## src/hw/irq_vec_regs.svh

```systemverilog
// Purpose: Sizes, priority numbers and vector addresses of the vectoring block
// Assumes: Included by its bare name from the package and the design files
// Notes:   Priority number doubles as the request index; zero is served first after the software interrupt
`ifndef IRQ_VEC_REGS_SVH
`define IRQ_VEC_REGS_SVH

// ****************************************************************
// Sizes
// ****************************************************************
`define NUM_SRC 31
`define IDX_W 5
`define VEC_W 16
// Index used for the software interrupt, above every maskable one
`define IDX_SWI 5'h1f

// ****************************************************************
// Default priorities (request index)
// ****************************************************************
`define PRI_WDT 5'h00
`define PRI_LVI 5'h01
`define PRI_PIN_A 5'h02
`define PRI_PIN_B 5'h03
`define PRI_PIN_C 5'h04
`define PRI_S3_TX 5'h05
`define PRI_S3_RX 5'h06
`define PRI_S3_ERR 5'h07
`define PRI_DMA0 5'h08
`define PRI_DMA1 5'h09
`define PRI_CS0 5'h0a
`define PRI_S1_TX 5'h0b
`define PRI_S1_RX 5'h0c
`define PRI_S1_ERR 5'h0d
`define PRI_U0_CH0 5'h0e
`define PRI_U0_CH1 5'h0f
`define PRI_U0_CH2 5'h10
`define PRI_U0_CH3 5'h11
`define PRI_RTC_CYC 5'h12
`define PRI_RTC_INT 5'h13
`define PRI_S2_TX 5'h14
`define PRI_U1_CH3 5'h15
`define PRI_U0_CH4 5'h16
`define PRI_U0_CH5 5'h17
`define PRI_U0_CH6 5'h18
`define PRI_U0_CH7 5'h19
`define PRI_PIN_D 5'h1a
`define PRI_U1_CH0 5'h1b
`define PRI_U1_CH1 5'h1c
`define PRI_U1_CH2 5'h1d
`define PRI_DIV 5'h1e

// ****************************************************************
// Vector table addresses
// ****************************************************************
`define VEC_WDT 16'h0004
`define VEC_LVI 16'h0006
`define VEC_PIN_A 16'h0008
`define VEC_PIN_B 16'h0010
`define VEC_PIN_C 16'h0012
`define VEC_S3_TX 16'h0014
`define VEC_S3_RX 16'h0016
`define VEC_S3_ERR 16'h0018
`define VEC_DMA0 16'h001a
`define VEC_DMA1 16'h001c
`define VEC_CS0 16'h001e
`define VEC_S1_TX 16'h0024
`define VEC_S1_RX 16'h0026
`define VEC_S1_ERR 16'h0028
`define VEC_U0_CH0 16'h002c
`define VEC_U0_CH1 16'h002e
`define VEC_U0_CH2 16'h0030
`define VEC_U0_CH3 16'h0032
`define VEC_RTC_CYC 16'h0036
`define VEC_RTC_INT 16'h0038
`define VEC_S2_TX 16'h003c
`define VEC_U1_CH3 16'h0040
`define VEC_U0_CH4 16'h0042
`define VEC_U0_CH5 16'h0044
`define VEC_U0_CH6 16'h0046
`define VEC_U0_CH7 16'h0048
`define VEC_PIN_D 16'h0052
`define VEC_U1_CH0 16'h0056
`define VEC_U1_CH1 16'h0058
`define VEC_U1_CH2 16'h005a
`define VEC_DIV 16'h005e
// Software interrupt vector, plain default
`define VEC_SWI 16'h007e

`endif

```

## src/hw/irq_vec_pkg.sv

```systemverilog
// Purpose: Types shared by the vectoring block
// Assumes: Constants come from the regs header
// Notes:   Holds types only
`include "irq_vec_regs.svh"
package irq_vec_pkg;
  // Request index, also the default priority number
  typedef logic [`IDX_W-1:0] src_idx_t;
  // Vector table address
  typedef logic [`VEC_W-1:0] vec_addr_t;
  // Grant sequencer states
  typedef enum logic [1:0] {
    ST_IDLE = 2'b00,
    ST_LOOKUP = 2'b01,
    ST_OFFER = 2'b10
  } grant_state_t;
endpackage

```

## src/hw/vector_rom.sv

```systemverilog
// Purpose: Vector table lookup with a registered read port
// Assumes: Address is the request index, one cycle read latency
// Notes:   Unused index answers with the software vector
`timescale 1ns/1ps
`include "irq_vec_regs.svh"
module vector_rom import irq_vec_pkg::*; (
  input wire logic clk_i,
  input wire logic resetn_i,
  input wire src_idx_t addr_i,
  output vec_addr_t data_o
);
  // Registered read, cleared by reset
  always_ff @(posedge clk_i) begin
    if (!resetn_i) begin
      data_o <= 16'h0000;
    end else begin
      case (addr_i)
        `PRI_WDT: data_o <= `VEC_WDT;
        `PRI_LVI: data_o <= `VEC_LVI;
        `PRI_PIN_A: data_o <= `VEC_PIN_A;
        `PRI_PIN_B: data_o <= `VEC_PIN_B;
        `PRI_PIN_C: data_o <= `VEC_PIN_C;
        `PRI_PIN_D: data_o <= `VEC_PIN_D;
        `PRI_S3_TX: data_o <= `VEC_S3_TX;
        `PRI_S3_RX: data_o <= `VEC_S3_RX;
        `PRI_S3_ERR: data_o <= `VEC_S3_ERR;
        `PRI_DMA0: data_o <= `VEC_DMA0;
        `PRI_DMA1: data_o <= `VEC_DMA1;
        `PRI_CS0: data_o <= `VEC_CS0;
        `PRI_S1_TX: data_o <= `VEC_S1_TX;
        `PRI_S1_RX: data_o <= `VEC_S1_RX;
        `PRI_S1_ERR: data_o <= `VEC_S1_ERR;
        `PRI_U0_CH0: data_o <= `VEC_U0_CH0;
        `PRI_U0_CH1: data_o <= `VEC_U0_CH1;
        `PRI_U0_CH2: data_o <= `VEC_U0_CH2;
        `PRI_U0_CH3: data_o <= `VEC_U0_CH3;
        `PRI_U0_CH4: data_o <= `VEC_U0_CH4;
        `PRI_U0_CH5: data_o <= `VEC_U0_CH5;
        `PRI_U0_CH6: data_o <= `VEC_U0_CH6;
        `PRI_U0_CH7: data_o <= `VEC_U0_CH7;
        `PRI_RTC_CYC: data_o <= `VEC_RTC_CYC;
        `PRI_RTC_INT: data_o <= `VEC_RTC_INT;
        `PRI_S2_TX: data_o <= `VEC_S2_TX;
        `PRI_U1_CH3: data_o <= `VEC_U1_CH3;
        `PRI_U1_CH0: data_o <= `VEC_U1_CH0;
        `PRI_U1_CH1: data_o <= `VEC_U1_CH1;
        `PRI_U1_CH2: data_o <= `VEC_U1_CH2;
        `PRI_DIV: data_o <= `VEC_DIV;
        default: data_o <= `VEC_SWI;
      endcase
    end
  end
endmodule // vector_rom

```

## src/hw/irq_vectoring.sv

```systemverilog
// Purpose: Collects interrupt requests, arbitrates by fixed priority, offers a vector
// Assumes: Sources pulse for a cycle; all inputs synchronous to CORE_CLK_I
// Notes:   One grant at a time; acknowledge clears the granted pending flag
`timescale 1ns/1ps
`include "irq_vec_regs.svh"
module irq_vectoring import irq_vec_pkg::*; (
  input wire logic CORE_CLK_I,
  input wire logic RESETN_I,
  input wire logic WATCHDOG_INTERVAL_REQ_I,
  input wire logic LOW_VOLTAGE_REQ_I,
  input wire logic PIN_EDGE_REQ_A_I,
  input wire logic PIN_EDGE_REQ_B_I,
  input wire logic PIN_EDGE_REQ_C_I,
  input wire logic PIN_EDGE_REQ_D_I,
  input wire logic SERIAL3_TX_REQ_I,
  input wire logic SERIAL3_RX_REQ_I,
  input wire logic SERIAL3_ERR_REQ_I,
  input wire logic DMA_CH0_DONE_REQ_I,
  input wire logic DMA_CH1_DONE_REQ_I,
  input wire logic CLOCKED_SERIAL0_REQ_I,
  input wire logic SERIAL1_TX_REQ_I,
  input wire logic CLOCKED_SERIAL1_REQ_I,
  input wire logic TWO_WIRE1_REQ_I,
  input wire logic SERIAL1_RX_REQ_I,
  input wire logic SERIAL1_ERR_REQ_I,
  input wire logic [7:0] TIMER_U0_REQ_I,
  input wire logic [3:0] TIMER_U1_REQ_I,
  input wire logic RTC_CYCLE_ALARM_REQ_I,
  input wire logic RTC_INTERVAL_REQ_I,
  input wire logic SERIAL2_TX_REQ_I,
  input wire logic DIVIDE_DONE_REQ_I,
  input wire logic BREAK_INSTRUCTION_I,
  input wire logic WATCHDOG_INTERVAL_ENABLE_I,
  input wire logic LOW_VOLTAGE_RESET_SELECT_I,
  input wire logic [`NUM_SRC-1:0] MASK_I,
  input wire logic ACK_I,
  output logic INT_REQ_O,
  output vec_addr_t VECTOR_O,
  output src_idx_t INT_SRC_O,
  output logic [`NUM_SRC-1:0] PENDING_O
);

  // ****************************************************************
  // Request collection
  // ****************************************************************

  // Raw request per index, ordered by default priority
  logic [`NUM_SRC-1:0] raw_req;
  // Sticky pending flags
  logic [`NUM_SRC-1:0] pend;
  // One-hot clear from the acknowledge
  logic [`NUM_SRC-1:0] clr_vec;
  // Pending and not masked
  logic [`NUM_SRC-1:0] eligible;
  // Software interrupt waiting
  logic swi_pend;
  // Sequencer state
  grant_state_t state;
  // Index under grant
  src_idx_t grant_idx;
  // Winner of the current arbitration
  src_idx_t winner;
  // Any request ready to grant
  logic pick;
  // Vector read back from the table
  vec_addr_t rom_data;
  // Acknowledge taken this cycle
  logic ack_take;

  // Map the source ports onto priority indices
  always_comb begin
    raw_req = '0;
    raw_req[`PRI_WDT] = WATCHDOG_INTERVAL_REQ_I & WATCHDOG_INTERVAL_ENABLE_I;
    raw_req[`PRI_LVI] = LOW_VOLTAGE_REQ_I & ~LOW_VOLTAGE_RESET_SELECT_I;
    raw_req[`PRI_PIN_A] = PIN_EDGE_REQ_A_I;
    raw_req[`PRI_PIN_B] = PIN_EDGE_REQ_B_I;
    raw_req[`PRI_PIN_C] = PIN_EDGE_REQ_C_I;
    raw_req[`PRI_PIN_D] = PIN_EDGE_REQ_D_I;
    raw_req[`PRI_S3_TX] = SERIAL3_TX_REQ_I;
    raw_req[`PRI_S3_RX] = SERIAL3_RX_REQ_I;
    raw_req[`PRI_S3_ERR] = SERIAL3_ERR_REQ_I;
    raw_req[`PRI_DMA0] = DMA_CH0_DONE_REQ_I;
    raw_req[`PRI_DMA1] = DMA_CH1_DONE_REQ_I;
    raw_req[`PRI_CS0] = CLOCKED_SERIAL0_REQ_I;
    raw_req[`PRI_S1_TX] = SERIAL1_TX_REQ_I | CLOCKED_SERIAL1_REQ_I | TWO_WIRE1_REQ_I;
    raw_req[`PRI_S1_RX] = SERIAL1_RX_REQ_I;
    raw_req[`PRI_S1_ERR] = SERIAL1_ERR_REQ_I;
    raw_req[`PRI_U0_CH0] = TIMER_U0_REQ_I[0];
    raw_req[`PRI_U0_CH1] = TIMER_U0_REQ_I[1];
    raw_req[`PRI_U0_CH2] = TIMER_U0_REQ_I[2];
    raw_req[`PRI_U0_CH3] = TIMER_U0_REQ_I[3];
    raw_req[`PRI_U0_CH4] = TIMER_U0_REQ_I[4];
    raw_req[`PRI_U0_CH5] = TIMER_U0_REQ_I[5];
    raw_req[`PRI_U0_CH6] = TIMER_U0_REQ_I[6];
    raw_req[`PRI_U0_CH7] = TIMER_U0_REQ_I[7];
    raw_req[`PRI_RTC_CYC] = RTC_CYCLE_ALARM_REQ_I;
    raw_req[`PRI_RTC_INT] = RTC_INTERVAL_REQ_I;
    raw_req[`PRI_S2_TX] = SERIAL2_TX_REQ_I;
    raw_req[`PRI_U1_CH0] = TIMER_U1_REQ_I[0];
    raw_req[`PRI_U1_CH1] = TIMER_U1_REQ_I[1];
    raw_req[`PRI_U1_CH2] = TIMER_U1_REQ_I[2];
    raw_req[`PRI_U1_CH3] = TIMER_U1_REQ_I[3];
    raw_req[`PRI_DIV] = DIVIDE_DONE_REQ_I;
  end

  // Acknowledge counts only while a grant is offered
  assign ack_take = (state == ST_OFFER) & ACK_I;

  // ****************************************************************
  // Pending flags
  // ****************************************************************

  // One flag per index; set beats clear so a fresh event is never dropped
  genvar gi;
  generate
    for (gi = 0; gi < `NUM_SRC; gi++) begin : g_pend
      assign clr_vec[gi] = ack_take & (grant_idx == src_idx_t'(gi));
      always_ff @(posedge CORE_CLK_I) begin
        if (!RESETN_I) begin
          pend[gi] <= 1'b0;
        end else begin
          pend[gi] <= raw_req[gi] | (pend[gi] & ~clr_vec[gi]);
        end
      end
    end
  endgenerate

  // Software interrupt flag, outside every mask
  always_ff @(posedge CORE_CLK_I) begin
    if (!RESETN_I) begin
      swi_pend <= 1'b0;
    end else begin
      // Break sets, its own acknowledge clears
      swi_pend <= BREAK_INSTRUCTION_I |
                  (swi_pend & ~(ack_take & (grant_idx == `IDX_SWI)));
    end
  end

  // Flags seen by the core, copied for a clean flop output
  always_ff @(posedge CORE_CLK_I) begin
    if (!RESETN_I) begin
      PENDING_O <= '0;
    end else begin
      PENDING_O <= pend;
    end
  end

  // ****************************************************************
  // Arbitration
  // ****************************************************************

  // Mask removes a request from arbitration
  assign eligible = pend & ~MASK_I;

  // Fixed priority search; lowest index wins, software interrupt first
  always_comb begin
    winner = `IDX_SWI;
    pick = swi_pend;
    if (!swi_pend) begin
      // Scan downward so index zero wins
      for (int i = `NUM_SRC - 1; i >= 0; i--) begin
        if (eligible[i]) begin
          winner = src_idx_t'(i);
          pick = 1'b1;
        end
      end
    end
  end

  // Vector table, read one cycle after the winner is chosen
  vector_rom u_rom (
    .clk_i(CORE_CLK_I),
    .resetn_i(RESETN_I),
    .addr_i(winner),
    .data_o(rom_data)
  );

  // ****************************************************************
  // Grant sequencer
  // ****************************************************************

  // Idle picks, lookup waits for the table, offer holds until acknowledge
  always_ff @(posedge CORE_CLK_I) begin
    if (!RESETN_I) begin
      state <= ST_IDLE;
      grant_idx <= '0;
    end else begin
      case (state)
        // Latch the winner; masking later does not withdraw it
        ST_IDLE: begin
          if (pick) begin
            grant_idx <= winner;
            state <= ST_LOOKUP;
          end
        end
        // Table output is now valid for the latched index
        ST_LOOKUP: begin
          state <= ST_OFFER;
        end
        // Wait for the core to take the vector
        ST_OFFER: begin
          if (ACK_I) begin
            state <= ST_IDLE;
          end
        end
        default: begin
          state <= ST_IDLE;
        end
      endcase
    end
  end

  // Request, vector and source number toward the core
  always_ff @(posedge CORE_CLK_I) begin
    if (!RESETN_I) begin
      INT_REQ_O <= 1'b0;
      VECTOR_O <= '0;
      INT_SRC_O <= '0;
    end else if (state == ST_LOOKUP) begin
      INT_REQ_O <= 1'b1;
      VECTOR_O <= rom_data;
      INT_SRC_O <= grant_idx;
    end else if (ack_take) begin
      // Drop the request on the acknowledge edge
      INT_REQ_O <= 1'b0;
    end
  end

  // ****************************************************************
  // Assertions
  // ****************************************************************

  // Mask and eligible bits captured at the pick, read at the offer
  logic [31:0] mask_at_pick;
  logic [31:0] elig_at_pick;
  // Snapshot on the pick edge, so the checks see what arbitration saw
  always_ff @(posedge CORE_CLK_I) begin
    if (!RESETN_I) begin
      mask_at_pick <= '0;
      elig_at_pick <= '0;
    end else if ((state == ST_IDLE) && pick) begin
      mask_at_pick <= {1'b0, MASK_I};
      elig_at_pick <= {1'b0, eligible};
    end
  end

  // Flags that must survive to the next cycle
  logic [`NUM_SRC-1:0] keep_vec;
  assign keep_vec = pend & ~clr_vec;
endmodule // irq_vectoring

```

## config.mk

```make
export PLATFORM = sky130hd
export DESIGN_NAME = irq_vectoring
export DESIGN_NICKNAME = d
export VERILOG_FILES = /design/src/hw/irq_vec_pkg.sv /design/src/hw/vector_rom.sv /design/src/hw/irq_vectoring.sv
export VERILOG_INCLUDE_DIRS = /design/src /design/src/hw
export SDC_FILE = /design/constraint.sdc
export NUM_CORES = 1
export LEC_CHECK = 0
export ABC_AREA = 1
export CORE_ASPECT_RATIO = 1.75
export CORE_UTILIZATION = 40
export CTS_CLUSTER_SIZE = 12
export DETAILED_ROUTE_END_ITERATION = 8
export DONT_BUFFER_PORTS = 1
export GPL_ROUTABILITY_DRIVEN = 0
export PLACE_DENSITY = 0.61
export SLEW_MARGIN = 20
export SYNTH_ARGS = -nofsm -noshare
export SYNTH_HDL_FRONTEND = slang
export SYNTH_SLANG_ARGS = --single-unit
export TNS_END_PERCENT = 1
```

## constraint.sdc

```tcl
create_clock -name CORE_CLK_I -period 7.69 [get_ports CORE_CLK_I]
set_input_delay 0.3845 -clock CORE_CLK_I [delete_from_list [all_inputs] [get_ports CORE_CLK_I]]
set_output_delay 0.3845 -clock CORE_CLK_I [all_outputs]
set_load 0.05 [all_outputs]
```

**After elaboration in Yosys (flattened, before gate mapping)**

Memory sizes are Yosys's and may differ from the RTL's. A register that Yosys moved wholly into a read port is not among the register bits.
Cells that the tools add are included.

- Eq/ne operators: 35
- Mux-type cells: 69
- Bitwise operators: 136
- Reduce and logical (&&, ||, !) cells: 6

Operator list:

| operator | number |
|---|---|
| $mux W5 | 31 |
| $eq A5 B5 Y1 const B | 16 |
| $and A1 B1 Y1 | 67 |
| $eq A5 B4 Y1 const B | 8 |
| $mux W1 | 35 |
| $or A1 B1 Y1 | 34 |
| $not A1 Y1 | 33 |
| $and A31 B31 Y31 | 1 |
| $not A31 Y31 | 1 |
| $eq A5 B3 Y1 const B | 4 |
| $eq A5 B2 Y1 const B | 2 |
| $pmux W2 S3 | 1 |
| $eq A5 B1 Y1 const B | 1 |
| $logic_not A5 Y1 | 1 |
| $mux W2 | 2 |
| $ne A2 B2 Y1 const B | 2 |
| $reduce_and A2 Y1 | 2 |
| $eq A2 B1 Y1 const B | 1 |
| $eq A2 B2 Y1 const B | 1 |
| $logic_not A2 Y1 | 1 |
| $reduce_bool A2 Y1 | 1 |
| $logic_not A1 Y1 | 1 |

- Flip-flop bits (word level): 108
- Memory bits (read-only): 192
- Word-level logic and storage cells: 286
- Memories: 1

Memory list:

| memory | words | width | read ports | clocked after Yosys merged registers in | wr ports | RTL line | RTL |
|---|---|---|---|---|---|---|---|
| (name not given) | 32 | 6 | 1 | 1 | 0 | vector_rom.sv:17 | `case (addr_i)` |

**Depth between registers and ports, before layout**

Gate-level depths: netlist of the first run.

- Word-level depth: 36
- Gate-level depth with buffers: 42
- Mapped depth without buffers: 42

**Cells and area by module**

A second synthesis of the first run with hierarchy kept.

- Cell total of the unflattened synthesis: 626
- Area, all modules: 4356.7 um^2

By module, submodules not included:

| module | times used | cells each | area an instance (um^2) | sequential area each (um^2) |
|---|---|---|---|---|
| irq_vectoring | 1 | 527 | 3712.3 | 1841.8 |
| vector_rom | 1 | 99 | 644.4 | 120.1 |

**Worst setup path after synthesis of the first run**

Ideal clock, no wire load.

- Kind: input to register
- Start: input port MASK_I[29]
- End: register u_rom.data_o[4]
- Arrival time: 2.557 ns
- Path slack: 5.007 ns
- Stages: 39
- Cell sequence: inv_1 nand2_1 nand2_1 nand2_1 nand2_1 nand2_1 nand2_1 nand2_1 nand2_1 nand2_1 nand2_1 nand2_1 nand2_1 nand2_1 nand2_1 nand2_1 nand2_1 nand2_1 (+3 left out) nand2_1 nand2_1 nand2_1 nand2_1 nand2_1 nand2_1 nand2_1 nand2_1 nand2_1 nand2_1 nand2_2 nand2_4 ha_1 or2_1 nand2_1 o31ai_1 o21ai_1 a31oi_1

- Cells in the longest elaborated chain, start to end: 33

Ends and longest elaborated chain:

| item | RTL line | RTL |
|---|---|---|
| start: declaration | irq_vectoring.sv:35 | `` input wire logic [`NUM_SRC-1:0] MASK_I, `` |
| $not A31 Y31 | irq_vectoring.sv:153 | `assign eligible = pend & ~MASK_I;` |
| $and A31 B31 Y31 | irq_vectoring.sv:153 |  |
| $mux W5 (30 in series) | irq_vectoring.sv:162 | `if (eligible[i]) begin` |
| $mux W5 | irq_vectoring.sv:159 | `if (!swi_pend) begin` |
| net u_rom.addr_i[0] | vector_rom.sv:9 | `input wire src_idx_t addr_i,` |
| end: declaration | vector_rom.sv:10 | `output vec_addr_t data_o` |

The timed path passes the listed nets, and every way through them passes these cells.
A chain may end at the register's enable or synchronous reset.

**Final worst setup path of the first run**

- Start: register pend[29]
- End: register u_rom.data_o[1]

- Cells in the longest elaborated chain, start to end: 32

Ends and longest elaborated chain:

| item | RTL line | RTL |
|---|---|---|
| start: declaration | irq_vectoring.sv:50 | `` logic [`NUM_SRC-1:0] pend; `` |
| start signal: indexed assignment | irq_vectoring.sv:122 | `pend[gi] <= raw_req[gi] \| (pend[gi] & ~clr_vec[gi]);` |
| $and A31 B31 Y31 | irq_vectoring.sv:153 |  |
| $mux W5 (30 in series) | irq_vectoring.sv:162 |  |
| $mux W5 | irq_vectoring.sv:159 |  |
| net u_rom.addr_i[0] | vector_rom.sv:9 |  |

The timed path passes the listed nets, and every way through them passes these cells.

==> flow_summary.ini, run 1 <==
[outcome]
status = finished, final reports clean

[route]
antenna_left = 0
top_layer = met4
met2_wirelength_um = 5990
vias = 3357
viasPerCell = 4.84
drtIter0Drc = 168
met1_length_um = 3700
dr_wl_met3_um = 446
wl_per_cell_um = 15.3
drc = 0
first_pass_iters = 4
routed_wl_um = 10600

[sta]
finalSetupTns_ps = 0
setup_violations = 0
clock_skew_ps = 7.06
fin_ws_ps = 4690
slew_headroom = 0.504
fin_crit_sh = 0.391
final_max_slew_viol_count = 0
period_needed_ps = 3000
fmax_ghz = 0.333
rsz0062_at_grt = false
tightest_slew_ps = 745
hold_violations = 0

[grt]
antenna_found_initial = 0
grt_use_total = 0.218
grt_pass1_vias = 3283
overflow = 0
grt_max_degree = 78
grt_pass1_wl_um = 16500

[power]
irDropWorstVdd_v = 0.000123
power_density_nw_per_um2 = 292
power_uw = 1240
p_leak_uw = 0.00230

[clock_network]
clock-sinks = 88
insertion_delay_ps = 340
postCtsHoldBufs = 0
clk_pin_slew_ps = 60
cts_made_buffers = 9
cts_tree = built
cts_root_buffer = clkbuf_16
h-tree-depth = 3
cts_resized = 0
postCtsSetupRepairBufs = 0
cts_buffer_depth = 2

[final_layout]
diodes = 0
multi_input_area_sq_um = 1680
final-instance-count-excl-fill = 694
regArea_sq_um = 1760
final_util = 0.450
areaGrowthSynthToFinish_pct = 9.45
nFillCells = 1003
final_layout_size_suffix_gt1_frac = 0.114
fin_nets = 644

[synthesis]
ys_async_sr_fraction = 0
synth_cell_types = 27
yosys_register_bits = 88
synthFlopType = dfxtp_1
synth_top_area_frac = 0.453
synth_seq_area_share = 0.453
yosysWarnings = 0
synth_edf_count = 0
synth_area_sq_um = 3890
synthCells = 572
yosys.area.top_type = dfxtp_1
synth.avg_cell_area_sq_um = 6.80
synth_area_leaders = dfxtp_1 45%, nand2_1 19%, o21ai_1 6.9%

[placed_design]
hpwl_um = 8280
place_inst = 678
place_ws_ps = 4650
port_buffers = 0

[die]
io_pins = 123
die-area_sq_um = 10100
core_sq_um = 9470
die_w_um = 76.6
rows = 47
dieHeight_um = 132
start_util = 0.411

[min_path]
hold_path_class = in2reg

[worst_setup_path]
crit_required_ps = 7930
cp_slowest_stage_delay_ps = 330
crit_path_top_delay_cell = dfxtp_1
critPathLaunchType = flop
endpoint_kind = flop
crit_fanout = 7
crit_top_cell = nand2_1
path_class = reg2reg
crit_arrival_ps = 3240

[job]
max-cap-violations = 0
[critical path: cells and delay by family (launching register included)]
kind	cells	cell delay, ps
flip-flops	1	330
buffers and inverters	2	90
AO/OA/AOI/OAI	2	300
AND/OR/NAND/NOR	35	1960
adder cells (fa/ha/maj)	1	210
[synth_stat cells (2+ instances only)]
cell / instances
nor2_1: 37
a21oi_1: 17
nand2_1: 197
clkbuf_1: 11
nor3_1: 2
nand3_1: 8
ha_1: 7
buf_4: 11
inv_2: 33
nor4_1: 2
o211ai_1: 2
dfxtp_1: 88
inv_1: 60
o21ai_0: 9
o21bai_1: 2
nand2_2: 15
buf_1: 2
a31oi_1: 7
o21ai_1: 54
[state kept, by name (all words and copies together) (netlist names)]
name and count:
INT_REQ_O 1, INT_SRC_O 5, PENDING_O 31, VECTOR_O 6, grant_idx 5, pend 31, state 2, swi_pend 1
u_rom.data_o 6
[final cells by class]
type	count	share of cell area
Clock buffer	13	0.0588
Clock inverter	3	0.0153
Sequential cell	88	0.414
Tap cell	122	0.0358
Inverter	94	0.0831
Multi-Input combinational cell	374	0.393
[metrics by stage]
| stage | hold WS, ps | area [sq um] |
|---|---|---|
| floorplan | 418 | 3930 |
| global placement | 427 | 3940 |
| detailed placement | 432 | 3940 |
| CTS | 136 | 4260 |
| global route | 135 | 4260 |
| finish | 137 | 4260 |
[worst paths after layout]
path | startpoint | end | slack [ps] | depth (start not counted)
min | LOW_VOLTAGE_RESET_SELECT_I | pend[1] | 140 | 1
min reg2reg | pend[15] | PENDING_O[15] | 440 | 2
max | pend[29] | u_rom.data_o[1] | 4690 | 40
max reg2reg | pend[29] | u_rom.data_o[1] | 4690 | 40
[per-layer routing]
| metal | vias up | global-route usage |
|---|---|---|
| met5 | - | 0 |
| met4 | 0 | 0.139 |
| met3 | 28 | 0.0455 |
| met2 | 100 | 0.418 |
| met1 | 1512 | 0.203 |
| li1 | 1717 | - |
[cell usage in the layout, fill, tap and decap left out]
cell type and instances:
clkbuf_1 3, nand2_4 1, clkinv_2 2, inv_1 60, nor4_1 2, or2_1 1, a31oi_1 7, ha_1 7
bufinv_16 2, o21bai_1 2, clkbuf_16 9, o21ai_0 9, o21ai_1 54, dfxtp_1 88, inv_2 33, nor2_1 36
clkbuf_8 1, nand2_1 197, o211ai_1 2, nand3_1 8, nor2_2 2, conb_1 10, a211oi_1 1, o31ai_1 1
nor3_1 2, a21oi_1 17, nand2_2 15
[where the power goes]
part	internal (uW)	total [uW]	switching [uW]
logic	57.5	192	135
registers	500	587	87.1
clock network	293	464	171
[logic make-up (layout without fill, tap and decap cells)]
kind of cell,count (synthesis),after routing,synth area share
flops,88,88,0.453
simple gates,264,264,0.272
compound gates,93,93,0.126
fa+ha+maj,7,7,0.0225
other cells,1,10,0.000964
buf+inv,119,110,0.126
Note: power is estimated with default switching activity, not from simulation.
==> run 2: changes to the inputs <==
ABC_AREA = 0   (was 1)
PLACE_DENSITY = 0.63   (was 0.61)
clock period = 2.7 ns   (was 7.69 ns; I/O delays follow)
==> run 2 against run 1 <==
Synthesized cell count shrank 17%. Cell count shrank 7.8%. Power grew to 2.9 times the previous value. Count of clock-buffer cells in the layout shrank 4. Sequential share of layout area shrank 5.0 points. Routed wire length grew 4.7%. Setup slack lost 4600 ps. Register-to-register slack lost 4600 ps. Critical endpoint is now u_rom.data_o[2]. Largest cell class is now multi-input gates. Largest power group unchanged. Highest routed layer unchanged.
==> flow_summary.ini, run 2 <==
[worst_setup_path]
crit_chain = nor2b_1 -> nand2b_1 -> a2111o_1 -> a21oi_2 -> nor2_1 -> a21oi_2 -> nor2_1 -> ha_1 -> a211oi_1 -> o311ai_1 -> a211o_1
endpoint_kind = flop
critPathLaunchType = flop
crit_family = compound AO/OA/AOI/OAI gates
crit_arrival_ps = 2870
reg2reg_slack_ps = 70
crit_fanout = 3
crit_required_ps = 2940
r2r_end = u_rom.data_o[2]
critPathBufInv = 0
r2r-start = pend[29]
ff2ff_path_depth = 11
path_class = reg2reg
cp.depth = 11
cp_slowest_stage_delay_ps = 460
crit_path_top_delay_cell = a2111o_1

[clock_network]
cts_tree = built
postCtsSetupRepairBufs = 0
h-tree-depth = 3
cts_made_buffers = 9
clock-sinks = 88
insertion_delay_ps = 350
cts_root_buffer = clkbuf_16
cts_buffer_depth = 2
clk_pin_slew_ps = 70

[job]
max-cap-violations = 0

[synthesis]
synth_top_area_frac = 0.443
yosys.area.top_type = dfxtp_1
yosys_register_bits = 88
synthMostInstantiatedCell = dfxtp_1
yosysWarnings = 0
synth_seq_area_share = 0.443
synth_area_sq_um = 3980
synth_cell_types = 56
synth_area_leaders = dfxtp_1 44%, a21oi_1 7.0%, and2_1 5.0%
synthCells = 475
synth.cells.most_frequent = 88 x dfxtp_1, 56 x a21oi_1, 53 x nand2_1
synthFlopType = dfxtp_1
ys_async_sr_fraction = 0
synth_edf_count = 0
synth.avg_cell_area_sq_um = 8.38

[placed_design]
port_buffers = 0
place_inst = 587
hpwl_um = 8390
placed_area_sq_um = 4100

[die]
start_util = 0.415
core_sq_um = 9590
dieHeight_um = 134
die-area_sq_um = 10400
io_pins = 123
rows = 47
die_w_um = 77.4

[sta]
fmax_ghz = 0.380
slew_headroom = 0.465
tightest_slew_ps = 794
fin_crit_sh = 0.975
clock_skew_ps = 7.29
final_max_slew_viol_count = 0
period_needed_ps = 2630
setup_violations = 0
rsz0062_at_grt = true
finalSetupTns_ps = 0
hold_violations = 0

[power]
internal_power_uw = 2470
irDropWorstVdd_v = 0.000383
power_density_nw_per_um2 = 736
p_seq_frac = 0.453
pwr-share-comb = 0.173
p_clk_frac = 0.374
p_leak_uw = 0.00187
p_switching_uw = 1100
power.switching_fraction = 0.308

[route]
first_pass_iters = 4
drtIter0Drc = 255
drc = 0
wl_per_cell_um = 17.4
vias = 3483
viasPerCell = 5.44
routed_wl_um = 11100
antenna_left = 0

[final_layout]
areaGrowthSynthToFinish_pct = 21.7
multi_input_area_sq_um = 2110
nFillCells = 914
design_area_sq_um = 4840
top_regs = PENDING_O x31, pend x31
regArea_sq_um = 1760
diodes = 0
final-instance-count-excl-fill = 640
fin_nets = 590
layout_common_cells = 87 x dfxtp_1, 54 x a21oi_1, 53 x nand2_1
final_util = 0.505
final_common_cell = dfxtp_1
final_layout_size_suffix_gt1_frac = 0.110

[min_path]
hp-start = RESETN_I
hold_path_class = in2reg
hold_end = u_rom.data_o[3]
hold_depth = 2

[grt]
grt_max_degree = 34
overflow = 0
grt_pass1_vias = 3503
grt_pass1_wl_um = 17500
antenna_found_initial = 0
grt_use_total = 0.223

[outcome]
status = finished, final reports clean
[run 2: cell types whose count changed after synthesis, moves of 19 or more]
cell,delta
nor2b_1,+19
inv_1,-46
a21oi_1,+39
nand2_1,-144
inv_2,-32
nand2b_1,+27
and2_1,+32
o21ai_1,-51
[run 2: cell families (layout without fill, tap and decap cells)]
| kind of cell | Yosys count | count (layout) | share of synthesized area |
|---|---|---|---|
| XOR/XNOR | 1 | 1 | 0.00220 |
| other | 1 | 10 | 0.000942 |
| adder cells (fa/ha/maj) | 7 | 7 | 0.0220 |
| buffers and inverters | 43 | 77 | 0.0509 |
| flip-flops | 88 | 88 | 0.443 |
| AND/OR/NAND/NOR | 224 | 224 | 0.307 |
| AO/OA/AOI/OAI | 110 | 110 | 0.171 |
| multiplexers | 1 | 1 | 0.00377 |
[run 2: repair_timing]
action                                  in CTS  in global routing
endpoints found under the setup margin       2                  5
hold endpoints to repair                    67                  0
pin swaps                                    1                  6
resized for setup                            4                 14
hold buffers                                37                  0
[run 2: area by class of cell]
type	instances	share of cell area
sequential	88	0.364
inverter	16	0.0124
clock inverter	7	0.0199
tap	122	0.0315
multi-input combinational	353	0.435
clock buffer	9	0.0465
timing repair buffer	45	0.0904
[run 2: power groups by stage]
| stage | sequential, uW | combinational (uW) | clock, uW |
|---|---|---|---|
| finish | 1610 | 618 | 1330 |
| global placement | 1640 | 529 | 0 |
| detailed placement | 1640 | 542 | 0 |
| floorplan | 1600 | 449 | 0 |
| CTS | 1610 | 598 | 1350 |
| global route | 1630 | 673 | 1400 |
[run 2: routing by layer]
layer,up-vias,global-route usage,share of wire
li1,1686,-,-
met5,-,0,0
met1,1629,0.213,0.35
met4,0,0.165,0.061
met2,123,0.403,0.54
met3,45,0.0585,0.046
[run 2: worst max-delay path by stage]
stage               startpoint               to  slack [ps]
floorplan             pend[29]  u_rom.data_o[2]         150
global placement      pend[29]  u_rom.data_o[2]          40
detailed placement    pend[29]  u_rom.data_o[2]         -50
CTS                    pend[5]  u_rom.data_o[2]           8
global route          pend[29]  u_rom.data_o[2]         -20
finish                pend[29]  u_rom.data_o[2]          70
[run 2: through the flow]
step | hold slack (ps) | power, uW | setup WS [ps]
2_1_floorplan | 252 | 2050 | 149
3_3_place_gp | 254 | 2170 | 38.4
3_5_place_dp | 261 | 2180 | -50.1
4_1_cts | 73.8 | 3570 | 8.16
5_1_grt | 80.6 | 3700 | -22.4
6_report | 62.4 | 3560 | 68.0
